### src/design/vof_pkg.sv
/*
  constants, types and field layout for the video output format block.
  assumes: one clock domain, registers written by the serial control
  bus decoder through a simple byte write/read port.
*/
// Functional notes
// RULE_01 - vertical shuffle: even rows before odd rows
// RULE_02 - horizontal mirror: rightmost column delivered first
// RULE_03 - vertical flip: bottom row delivered first
// RULE_04 - readout bit 5 tri-states frame/line strobes; in eight-wire mode the code uses format bit 5 instead
// RULE_05 - readout bit 6 tri-states qualifying clock
// RULE_06 - register reads return written value immediately
// RULE_07 - readout bit 7 predivides input clock by 1.5
// RULE_08 - strobes driven only when pin and bit low
// RULE_09 - qualifying clock driven only when pin and bit low
// RULE_10 - format bits 1:0 pick 5, 4 or 8 wires
// RULE_11 - eight-wire mode: strobe pins carry data bits 5, 6
// RULE_12 - format bit 2 low inserts SAV/EAV codes
// RULE_13 - data bus enabled only when bit 5 and pin low
// RULE_14 - format bit 6 retimes tri-state bits to field
// RULE_15 - codes disabled also disables frame strobe
// RULE_16 - codes disabled: qualifying clock only if free-running
// RULE_17 - data bus driven after reset
// RULE_18 - qualifying clock mode code 01 means free-running
// RULE_19 - retimed update lands on first clock of field
package vof_pkg;

  // register indices on the serial control bus
  localparam logic [7:0] ADDR_READOUT = 8'h16;
  localparam logic [7:0] ADDR_OUTBUS = 8'h17;

  // reset values
  localparam logic [7:0] RST_READOUT = 8'h01;
  localparam logic [7:0] RST_OUTBUS = 8'h18;

  // readout_order_and_pin_enable fields
  localparam int RO_VSHUF = 2;
  localparam int RO_HMIRR = 3;
  localparam int RO_VFLIP = 4;
  localparam int RO_STRB_DIS = 5;
  localparam int RO_QCK_DIS = 6;
  localparam int RO_PREDIV = 7;

  // output_bus_format fields
  localparam int OB_WIDTH_HI = 1;
  localparam int OB_CODE_OFF = 2;
  localparam int OB_DATA_DIS = 5;
  localparam int OB_RETIME = 6;
  localparam logic [1:0] WIDTH_FIVE = 2'h0;

  // qualifying clock mode codes
  localparam logic [1:0] QCK_FREE = 2'h1;

  // predivider: two ticks in every three input clocks
  localparam logic [1:0] PREDIV_LAST = 2'h2;

  // embedded code bytes (arbitrary values)
  localparam logic [7:0] SAV_CODE = 8'hab;
  localparam logic [7:0] EAV_CODE = 8'hb6;

  // serialiser states, gray along idle->hi->lo
  typedef enum logic [1:0] {
    SER_IDLE = 2'h0,
    SER_HI = 2'h1,
    SER_LO = 2'h3,
    SER_BYTE = 2'h2
  } vof_ser_t;

  // everything that goes to the output pads
  typedef struct packed {
    logic [7:0] data;
    logic data_oe;
    logic frame_strobe;
    logic frame_strobe_oe;
    logic line_strobe;
    logic line_strobe_oe;
    logic qualifying_clock;
    logic qualifying_clock_oe;
  } vof_pins_t;

endpackage

### src/design/vof_video_output_format_ctrl.sv
/*
  output format and output enable control of the sensor video port:
  readout address mapping, clock predivider, bus width serialiser,
  embedded code insertion and pad enables.
  assumes: the video timing generator, clock generator and pixel
  source run on clk_sys_in; only the output-enable pin is asynchronous.
*/
module vof_video_output_format_ctrl
  import vof_pkg::*;
#(
  parameter int ROWS = 256,
  parameter int COLS = 256,
  parameter int RW = $clog2(ROWS),
  parameter int CW = $clog2(COLS)
) (
  // clock and reset
  input wire logic clk_sys_in,
  input wire logic srst_in,
  // serial control bus register port
  input wire logic reg_wr_in,
  input wire logic [7:0] reg_addr_in,
  input wire logic [7:0] reg_wdata_in,
  output logic [7:0] reg_rdata_out,
  // output enable pin, active low, asynchronous
  input wire logic oe_n_in,
  // video timing generator
  input wire logic field_start_in,
  input wire logic frame_strobe_in,
  input wire logic line_strobe_in,
  input wire logic sav_in,
  input wire logic eav_in,
  input wire logic [RW-1:0] row_idx_in,
  input wire logic [CW-1:0] col_idx_in,
  // clock generator
  input wire logic qck_src_in,
  input wire logic [1:0] strobe_clock_mode_field_in,
  // converter pixel stream
  input wire logic pix_valid_in,
  input wire logic [7:0] pix_data_in,
  output logic pix_ready_out,
  // array addressing and clock generator tick
  output logic [RW-1:0] row_addr_out,
  output logic [CW-1:0] col_addr_out,
  output logic clkgen_tick_out,
  // pads
  output vof_pins_t pins_out
);

  localparam logic [RW-1:0] ROW_LAST = RW'(ROWS - 1);
  localparam logic [RW-1:0] ROW_HALF = RW'((ROWS + 1) / 2);
  localparam logic [CW-1:0] COL_LAST = CW'(COLS - 1);

  // reverse an index against the last address
  function automatic logic [RW-1:0] rev_row(input logic [RW-1:0] r);
    rev_row = ROW_LAST - r;
  endfunction

  function automatic logic [CW-1:0] rev_col(input logic [CW-1:0] c);
    rev_col = COL_LAST - c;
  endfunction

  logic [7:0] readout_reg;
  logic [7:0] outbus_reg;
  logic [7:0] rdata_reg;
  logic [7:0] rdata_next;
  logic oe_n_meta_reg;
  logic oe_n_sync_reg;
  logic strb_dis_eff_reg;
  logic qck_dis_eff_reg;
  logic data_dis_eff_reg;
  logic [1:0] prediv_cnt_reg;
  logic [1:0] prediv_cnt_next;
  logic tick_reg;
  logic tick_next;
  logic [RW-1:0] row_addr_reg;
  logic [RW-1:0] row_addr_next;
  logic [CW-1:0] col_addr_reg;
  logic [CW-1:0] col_addr_next;
  vof_ser_t st_reg;
  vof_ser_t st_next;
  logic [7:0] byte_reg;
  logic [7:0] byte_next;
  logic code_pend_reg;
  logic code_pend_next;
  logic [7:0] code_val_reg;
  logic [7:0] code_val_next;
  logic ready_reg;
  logic ready_next;
  vof_pins_t pins_reg;
  vof_pins_t pins_next;

  // register decode
  wire logic wr_readout = reg_wr_in && (reg_addr_in == ADDR_READOUT);
  wire logic wr_outbus = reg_wr_in && (reg_addr_in == ADDR_OUTBUS);

  // read data straight from the registers, not the retimed copies
  assign rdata_next = (reg_addr_in == ADDR_READOUT) ? readout_reg :
                      (reg_addr_in == ADDR_OUTBUS) ? outbus_reg :
                      8'h00; // RULE_06

  // control fields
  wire logic eight_wire = outbus_reg[OB_WIDTH_HI]; // RULE_10
  wire logic five_wire = (outbus_reg[1:0] == WIDTH_FIVE); // RULE_10
  wire logic codes_on = !outbus_reg[OB_CODE_OFF]; // RULE_12
  wire logic retime_on = outbus_reg[OB_RETIME];
  wire logic qck_free =
    (strobe_clock_mode_field_in == QCK_FREE); // RULE_18

  // tri-state bits reach the pads directly or at the field start
  wire logic dis_update = !retime_on || field_start_in; // RULE_14 RULE_19

  // predivider: ticks on counts 0 and 1, idle on 2
  assign prediv_cnt_next =
    (readout_reg[RO_PREDIV] && (prediv_cnt_reg != PREDIV_LAST)) ?
    prediv_cnt_reg + 2'h1 : 2'h0;
  assign tick_next = !readout_reg[RO_PREDIV] ||
                     (prediv_cnt_reg != PREDIV_LAST); // RULE_07

  // row order: shuffle puts even rows first, then optional flip
  wire logic [RW-1:0] row_odd_base = row_idx_in - ROW_HALF;
  wire logic [RW-1:0] row_shuf = (row_idx_in < ROW_HALF) ?
    (row_idx_in << 1) : ((row_odd_base << 1) | RW'(1)); // RULE_01
  wire logic [RW-1:0] row_pre =
    readout_reg[RO_VSHUF] ? row_shuf : row_idx_in;
  assign row_addr_next =
    readout_reg[RO_VFLIP] ? rev_row(row_pre) : row_pre; // RULE_03

  // column order: mirror starts from the rightmost column
  assign col_addr_next = readout_reg[RO_HMIRR] ?
    rev_col(col_idx_in) : col_idx_in; // RULE_02

  // serialiser handshake; a pending code outranks a pixel
  wire logic can_load = (st_reg != SER_HI);
  wire logic take_code = can_load && code_pend_reg;
  wire logic take_pix = pix_valid_in && ready_reg;
  wire logic load = take_code || take_pix;
  wire logic code_req = codes_on && (sav_in || eav_in); // RULE_12

  // code request is held until a byte slot is free; set wins
  assign code_pend_next = code_req || (code_pend_reg && !take_code);
  assign code_val_next = !code_req ? code_val_reg :
                         eav_in ? EAV_CODE : SAV_CODE;
  assign byte_next = take_code ? code_val_reg :
                     take_pix ? pix_data_in : byte_reg;

  // next serialiser state
  always_comb begin
    st_next = SER_IDLE;
    unique case (st_reg)
      SER_HI: st_next = SER_LO;
      SER_IDLE, SER_LO, SER_BYTE: begin
        if (load) begin
          st_next = eight_wire ? SER_BYTE : SER_HI; // RULE_10
        end
      end
    endcase
  end

  assign ready_next = (st_next != SER_HI) && !code_pend_next;

  // data bus contents for each width
  wire logic [3:0] nibble =
    (st_reg == SER_HI) ? byte_reg[7:4] : byte_reg[3:0];
  wire logic narrow_act = (st_reg == SER_HI) || (st_reg == SER_LO);
  wire logic byte_act = (st_reg == SER_BYTE);
  wire logic [7:0] shown_byte = byte_act ? byte_reg : 8'h00;
  wire logic [7:0] data_val = eight_wire ? shown_byte :
    narrow_act ? {3'h0, five_wire && (st_reg == SER_HI), nibble} :
    8'h00; // RULE_10

  // composite disables with the synchronised pin
  wire logic data_dis = oe_n_sync_reg || data_dis_eff_reg; // RULE_13
  wire logic strb_dis = oe_n_sync_reg ||
    (eight_wire ? data_dis_eff_reg : strb_dis_eff_reg); // RULE_08
  wire logic qck_dis = oe_n_sync_reg || qck_dis_eff_reg; // RULE_09

  // pad values
  assign pins_next.data = data_val;
  assign pins_next.data_oe = !data_dis; // RULE_13
  assign pins_next.frame_strobe = eight_wire ? shown_byte[5] :
    (frame_strobe_in && codes_on); // RULE_11 RULE_15
  assign pins_next.frame_strobe_oe = !strb_dis; // RULE_04
  assign pins_next.line_strobe = eight_wire ? shown_byte[6] :
    line_strobe_in; // RULE_11
  assign pins_next.line_strobe_oe = !strb_dis; // RULE_04
  assign pins_next.qualifying_clock =
    qck_src_in && (codes_on || qck_free); // RULE_16
  assign pins_next.qualifying_clock_oe = !qck_dis; // RULE_05

  // software registers
  always_ff @(posedge clk_sys_in) begin
    if (srst_in) begin
      readout_reg <= RST_READOUT;
      outbus_reg <= RST_OUTBUS; // RULE_17
    end else begin
      if (wr_readout) begin
        readout_reg <= reg_wdata_in;
      end
      if (wr_outbus) begin
        outbus_reg <= reg_wdata_in;
      end
    end
  end

  // output enable pin synchroniser, reset to driving
  always_ff @(posedge clk_sys_in) begin
    if (srst_in) begin
      oe_n_meta_reg <= 1'b0;
      oe_n_sync_reg <= 1'b0;
    end else begin
      oe_n_meta_reg <= oe_n_in;
      oe_n_sync_reg <= oe_n_meta_reg;
    end
  end

  // effective tri-state bits, direct or retimed
  always_ff @(posedge clk_sys_in) begin
    if (srst_in) begin
      strb_dis_eff_reg <= 1'b0;
      qck_dis_eff_reg <= 1'b0;
      data_dis_eff_reg <= 1'b0;
    end else if (dis_update) begin
      strb_dis_eff_reg <= readout_reg[RO_STRB_DIS]; // RULE_04 RULE_14
      qck_dis_eff_reg <= readout_reg[RO_QCK_DIS]; // RULE_05 RULE_14
      data_dis_eff_reg <= outbus_reg[OB_DATA_DIS]; // RULE_13 RULE_14
    end
  end

  // predivider and address mapping
  always_ff @(posedge clk_sys_in) begin
    if (srst_in) begin
      prediv_cnt_reg <= 2'h0;
      tick_reg <= 1'b1;
      row_addr_reg <= '0;
      col_addr_reg <= '0;
    end else begin
      prediv_cnt_reg <= prediv_cnt_next;
      tick_reg <= tick_next;
      row_addr_reg <= row_addr_next;
      col_addr_reg <= col_addr_next;
    end
  end

  // serialiser and code insertion
  always_ff @(posedge clk_sys_in) begin
    if (srst_in) begin
      st_reg <= SER_IDLE;
      byte_reg <= 8'h00;
      code_pend_reg <= 1'b0;
      code_val_reg <= 8'h00;
      ready_reg <= 1'b1;
    end else begin
      st_reg <= st_next;
      byte_reg <= byte_next;
      code_pend_reg <= code_pend_next;
      code_val_reg <= code_val_next;
      ready_reg <= ready_next;
    end
  end

  // pad register and read data
  always_ff @(posedge clk_sys_in) begin
    if (srst_in) begin
      pins_reg <= '0;
      pins_reg.data_oe <= 1'b1;
      pins_reg.frame_strobe_oe <= 1'b1;
      pins_reg.line_strobe_oe <= 1'b1;
      pins_reg.qualifying_clock_oe <= 1'b1;
      rdata_reg <= 8'h00;
    end else begin
      pins_reg <= pins_next;
      rdata_reg <= rdata_next;
    end
  end

  // outputs
  assign reg_rdata_out = rdata_reg;
  assign pix_ready_out = ready_reg;
  assign row_addr_out = row_addr_reg;
  assign col_addr_out = col_addr_reg;
  assign clkgen_tick_out = tick_reg;
  assign pins_out = pins_reg;

endmodule

### config.mk
export PLATFORM = sky130hd
export DESIGN_NAME = vof_video_output_format_ctrl
export DESIGN_NICKNAME = d
export VERILOG_FILES = /design/src/design/vof_pkg.sv /design/src/design/vof_video_output_format_ctrl.sv
export SDC_FILE = /design/constraint.sdc
export NUM_CORES = 1
export LEC_CHECK = 0
export BUFFER_PORTS_ARGS = -buffer_cell sky130_fd_sc_hd__buf_2
export CORE_UTILIZATION = 54
export CTS_BUF_LIST = sky130_fd_sc_hd__clkbuf_8 sky130_fd_sc_hd__clkbuf_16
export CTS_CLUSTER_SIZE = 14
export DETAILED_ROUTE_END_ITERATION = 6
export HOLD_SLACK_MARGIN = 0.15
export PLACE_DENSITY = 0.87
export SLEW_MARGIN = 20
export SYNTH_ARGS = -nofsm -noshare
export SYNTH_HDL_FRONTEND = slang
export SYNTH_SLANG_ARGS = --single-unit
### constraint.sdc
create_clock -name clk_sys_in -period 2.69 [get_ports clk_sys_in]
set_clock_uncertainty 0.15 [all_clocks]
set_input_delay 0.269 -clock clk_sys_in [delete_from_list [all_inputs] [get_ports clk_sys_in]]
set_output_delay 0.269 -clock clk_sys_in [all_outputs]
set_load 0.05 [all_outputs]
Word level (Yosys, flattened, before mapping)
Index checks and enable logic that the tools add are counted.
{ "totals": {"ff_bits": 82, "output_inout_bits": 41, "elab_cells": 92} }
{ "classes": {"add_sub_neg": 4, "order_cmp": 1, "eq_ne": 9, "mux": 19, "bitwise_logic": 1, "reduce_logical": 34} }
{ "op_table": {"columns": ["op", "count"], "rows": [
  ["2-to-1 mux 8 bit", 10],
  ["== test 8 x 5 -> 1 bit, second input constant", 2],
  ["subtractor 8 bit, first input constant", 2],
  ["logical AND 1 bit", 11],
  ["logical OR 1 bit", 10],
  ["2-to-1 mux 5 bit", 2],
  ["zero test 1 bit", 8],
  ["less-than comparator 8 bit, second input constant", 1],
  ["subtractor 7 x 1 -> 7 bit, second input constant", 1],
  ["== test 2 x 1 -> 1 bit, second input constant", 2],
  ["== test 2 bit, second input constant", 2],
  ["zero test 2 bit", 2],
  ["2-to-1 mux 2 bit", 2],
  ["2-to-1 mux 4 bit", 1],
  ["!= test 2 x 1 -> 1 bit, second input constant", 2],
  ["one-hot mux 2 bit (2 select lines)", 1],
  ["2-to-1 mux 1 bit", 3],
  ["OR reduction 3 bit", 1],
  ["adder 2 x 1 -> 2 bit, second input constant", 1],
  ["!= test 2 bit, second input constant", 1],
  ["nonzero test 2 bit", 1],
  ["OR reduction 2 bit", 1],
  ["inverter 1 bit", 1]
]} }

Logic depth before layout (Yosys ltp)
{ "depth": {"word_depth": 7, "ltp_mapped": 5} }

Worst setup path before layout
Ideal clock, no wire load.
{ "synth_path": {"path_kind": "register to register", "from": "reg ready_reg, in the netlist pix_ready_out", "to": "reg byte_reg[6]", "setup_ps": 95, "t_arrival_ps": 1376, "t_required_ps": 2445, "setup_slack_ps": 1069, "stages_incl_launch_ff": 5, "path_buffers": 1, "synth_period_minus_slack_ps": 1621, "path_cell_list": "dfxtp_1 and2_1 clkbuf_1 nand2_1 a221oi_1"} }
{ "synth_via": {"elab_chain_len": 2} }
{ "synth_lines": {"columns": ["item", "line_no", "source"], "rows": [
  ["from (decl)", "vof_video_output_format_ctrl.sv:87", "logic ready_reg;"],
  ["from (signal assigned)", "vof_video_output_format_ctrl.sv:257", "ready_reg <= ready_next;"],
  ["logical AND 1 bit", "vof_video_output_format_ctrl.sv:135", "wire logic take_pix = pix_valid_in && ready_reg;"],
  ["nonzero test 2 bit (no line)", null, null],
  ["to (signal assigned)", "vof_video_output_format_ctrl.sv:254", "byte_reg <= byte_next;"],
  ["to (decl)", "vof_video_output_format_ctrl.sv:81", "logic [7:0] byte_reg;"]
]} }
Every way passes these cells.
A chain may end at the register's enable or synchronous reset.

Worst setup path in the final report
{ "layout_path": {"from": "reg readout_reg[2]", "to": "reg row_addr_reg[5], in the netlist row_addr_out[5]"} }
{ "layout_via": {"elab_chain_len": 3} }
{ "layout_lines": {"columns": ["item", "line_no", "source"], "rows": [
  ["from (decl)", "vof_video_output_format_ctrl.sv:62", "logic [7:0] readout_reg;"],
  ["from (signal assigned)", "vof_video_output_format_ctrl.sv:197", "readout_reg <= reg_wdata_in;"],
  ["2-to-1 mux 8 bit (*)", "vof_video_output_format_ctrl.sv:124", "readout_reg[RO_VSHUF] ? row_shuf : row_idx_in;"],
  ["subtractor 8 bit", "vof_video_output_format_ctrl.sv:55", "rev_row = ROW_LAST - r;"],
  ["2-to-1 mux 8 bit (*)", "vof_video_output_format_ctrl.sv:126", "readout_reg[RO_VFLIP] ? rev_row(row_pre) : row_pre;"],
  ["to (signal assigned)", "vof_video_output_format_ctrl.sv:239", "row_addr_reg <= row_addr_next;"],
  ["to (decl)", "vof_video_output_format_ctrl.sv:75", "logic [RW-1:0] row_addr_reg;"]
]} }
Mark *: on every way between the ends. The rest lies on a longest branch, timed or not.

==> results.txt <==
Input/output buffers: 93
Worst relative slew slack: 66.5%
Critical Path Sink Type: flip-flop
Largest net degree at the start of global routing: 34
Main synth FF type: dfxtp_1
Sequential share of the synthesized area: 52.7%
Site Rows: 26
Synth warn: 0
Max_cap viols: 0
Cts bufs inserted: 9
Syn_area_per_cell: 9.94 um^2
Core ar.: 0.00517 mm^2
Chip width: 75.6 um
PwrDens: 580 mW/mm^2
Fin util: 75.3%
Post-Synthesis Cell Area: 0.00292 mm^2
P_leak: 1.76 nW
RSZ-0062 raised after global routing: false
Syn nets: 348
Setup violations, final: 0
Status: finished, final reports clean
Drt drc: 0
Cell count after synthesis: 294
Slowest stage delay, CP: 640 ps
Async S/R FF share, synth: 0%
Worst r2r src: readout_reg[2]
Post-route ant nets: 0
TritonRoute pass-1 iters: 4
Yosys cell types: 37
Io pins: 94
Crit path max fanout: 10
Layout Cells excl Fill: 488
Die Ht: 75.6 um
WS Path Type: reg2reg
Detailed-route wire length: 6340 um
Global-route wire length before repair: 9490 um
Number of clock sinks: 77
Initial Utilization: 56.5%
HP Start: srst_in
Fmax: 519 MHz
Min-delay worst type: in2reg
Clk_lat worst skew: 340 ps
GPL Wtd Cong: 0.794
Critical path arrival: 2000 ps
Via/cell ratio: 5.03
Root Buffer: clkbuf_8
Number of flip-flops in the largest register: 14
Diode count: 0
Post-Place Cell Area: 0.00340 mm^2
Number of synthesized register bits: 77
Startpoint Class: flip-flop
GRT Residual Overflow: 0
Post-CTS Setup Repair Bufs: 0
P&R area growth vs syn: 33.2%
Slew Viols, Final: 0
Worst-case clock buffer depth: 2
Total number of vias: 2456
Post-DP HPWL: 4090 um
Setup_tns: 0 ps
Final net count: 468
Non-Filler Cell Area, Final: 0.00389 mm^2
Initial antenna violation count: 0
Setup crit start: readout_reg[2]
Wire length per cell: 13.0 um
Fin crit period: 1930 ps
H-tree levels: 3
VDD IR max: 435 uV
Hold path cells: 2
CP cell instances: mux2i_1 -> dlygate4sd3_1 -> xor2_1 -> nor2_1
Period Utilization, post-route: 71.6%
Vias in the first global route: 2217
Final Hold Viols: 0
Starting DRC count in detailed routing: 89
Total global-route track usage: 22.6%
Placed instance count: 441
Die Area: 0.00571 mm^2
Worst slew pin tran: 502 ps
Share of cells above drive strength 1: 28.0%
Worst R2R Path Depth: 4
Slowest cell on crit path: dfxtp_1
CTS tree: done
Clock-pin slew on the worst setup and hold paths: 70 ps
Crit path required time: 2760 ps
EDFF count, synth: 0
Fin Hold WS: 155 ps
==> cell usage in the layout (no fill, tap or decap), types with 2 or more instances in the layout <==
| master | count |
|---|---|
| buf_2 | 93 |
| dfxtp_1 | 77 |
| nor2_1 | 42 |
| dlygate4sd3_1 | 32 |
| nand2_1 | 20 |
| mux2i_1 | 20 |
| nand3b_1 | 12 |
| a21oi_1 | 12 |
| clkbuf_8 | 12 |
| nand2b_1 | 10 |
| o21ai_1 | 9 |
| xor2_1 | 9 |
| xnor2_1 | 8 |
| o21bai_1 | 8 |
| a31oi_1 | 7 |
| inv_1 | 6 |
| nor3_1 | 6 |
| and2_1 | 5 |
| a22oi_1 | 4 |
| nor2b_1 | 4 |
| o21ai_2 | 3 |
| nor4bb_1 | 2 |
| buf_4 | 2 |
==> layer usage <==
layer  part of all wire, %  GRT usage (%)  up-vias
met1                    44           26.6     1116
met5                     0              0        -
met3                   5.3           4.63       15
met2                    48           38.7       93
met4                   2.6           12.3        0
li1                      -              -     1232
==> synth_stat cells (all sizes together), types with 5 or more instances <==
| cell | count | area (um^2) |
|---|---|---|
| dfxtp | 77 | 1540 |
| nor2 | 42 | 158 |
| mux2i | 20 | 200 |
| nand2 | 20 | 75.1 |
| nand3b | 13 | 101 |
| o21ai | 13 | 76.3 |
| a21oi | 12 | 60.1 |
| buf | 10 | 65.1 |
| nand2b | 10 | 62.6 |
| xor2 | 9 | 78.8 |
| clkbuf | 8 | 30.0 |
| o21bai | 8 | 60.1 |
| xnor2 | 8 | 70.1 |
| a31oi | 7 | 43.8 |
| nor3 | 6 | 30.0 |
| and2 | 5 | 31.3 |
==> cell type report <==
| class | instances | area (um^2) |
|---|---|---|
| clock inverters | 3 | 12.5 |
| inverters | 4 | 15.0 |
| clock buffers | 12 | 165 |
| multi-input cells | 195 | 1270 |
| flip-flops and latches | 77 | 1540 |
| repair buffers | 127 | 801 |
| well taps | 70 | 87.6 |
| fillers | 342 | 1280 |
==> metrics by stage <==
step	power, mW	setup slack, ps
3_3_place_gp	1.47	1040
4_1_cts	2.27	804
3_5_place_dp	1.47	982
2_1_floorplan	1.39	1070
5_1_grt	2.36	679
6_report	2.26	763
==> final timing paths <==
kind / endpoint / slack (ps)
worst max-delay path: row_addr_out[5] / 760
worst min-delay path: qck_dis_eff_reg / 150
worst min register to register: prediv_cnt_reg[0] / 270
worst max register to register: row_addr_out[5] / 760
==> kinds of logic after synthesis <==
logic type | count (synthesis) | synth area share [%]
AO/OA/AOI/OAI | 47 | 10.1
XOR/XNOR | 17 | 5.09
adder cells (fa/ha/maj) | 1 | 0.428
buffers and inverters | 22 | 3.77
flip-flops | 77 | 52.7
multiplexers | 21 | 7.23
AND/OR/NAND/NOR | 109 | 20.6
==> worst max-delay path, delay by kind of cell (launching register included) <==
| family | cells | cell delay [ps] |
|---|---|---|
| buffers and inverters | 1 | 590 |
| xor gates and xnor gates | 1 | 140 |
| muxes | 1 | 240 |
| DFF | 1 | 640 |
| and+or+nand+nor | 1 | 50 |
==> where the power goes <==
part | switching [mW] | internal (mW)
Sequential | 0.0193 | 1.18
Combinational | 0.170 | 0.119
Clock | 0.374 | 0.398
Total | 0.564 | 1.70
==> repair_timing <==
| action | CTS | global route |
|---|---|---|
| hold buffers | 32 | 0 |
| endpoints found under the setup margin | 0 | 0 |
| endpoints found under the hold margin | 39 | 0 |
| gates resized for setup | 0 | 0 |
No activity file was read; power rests on OpenSTA's default activity.
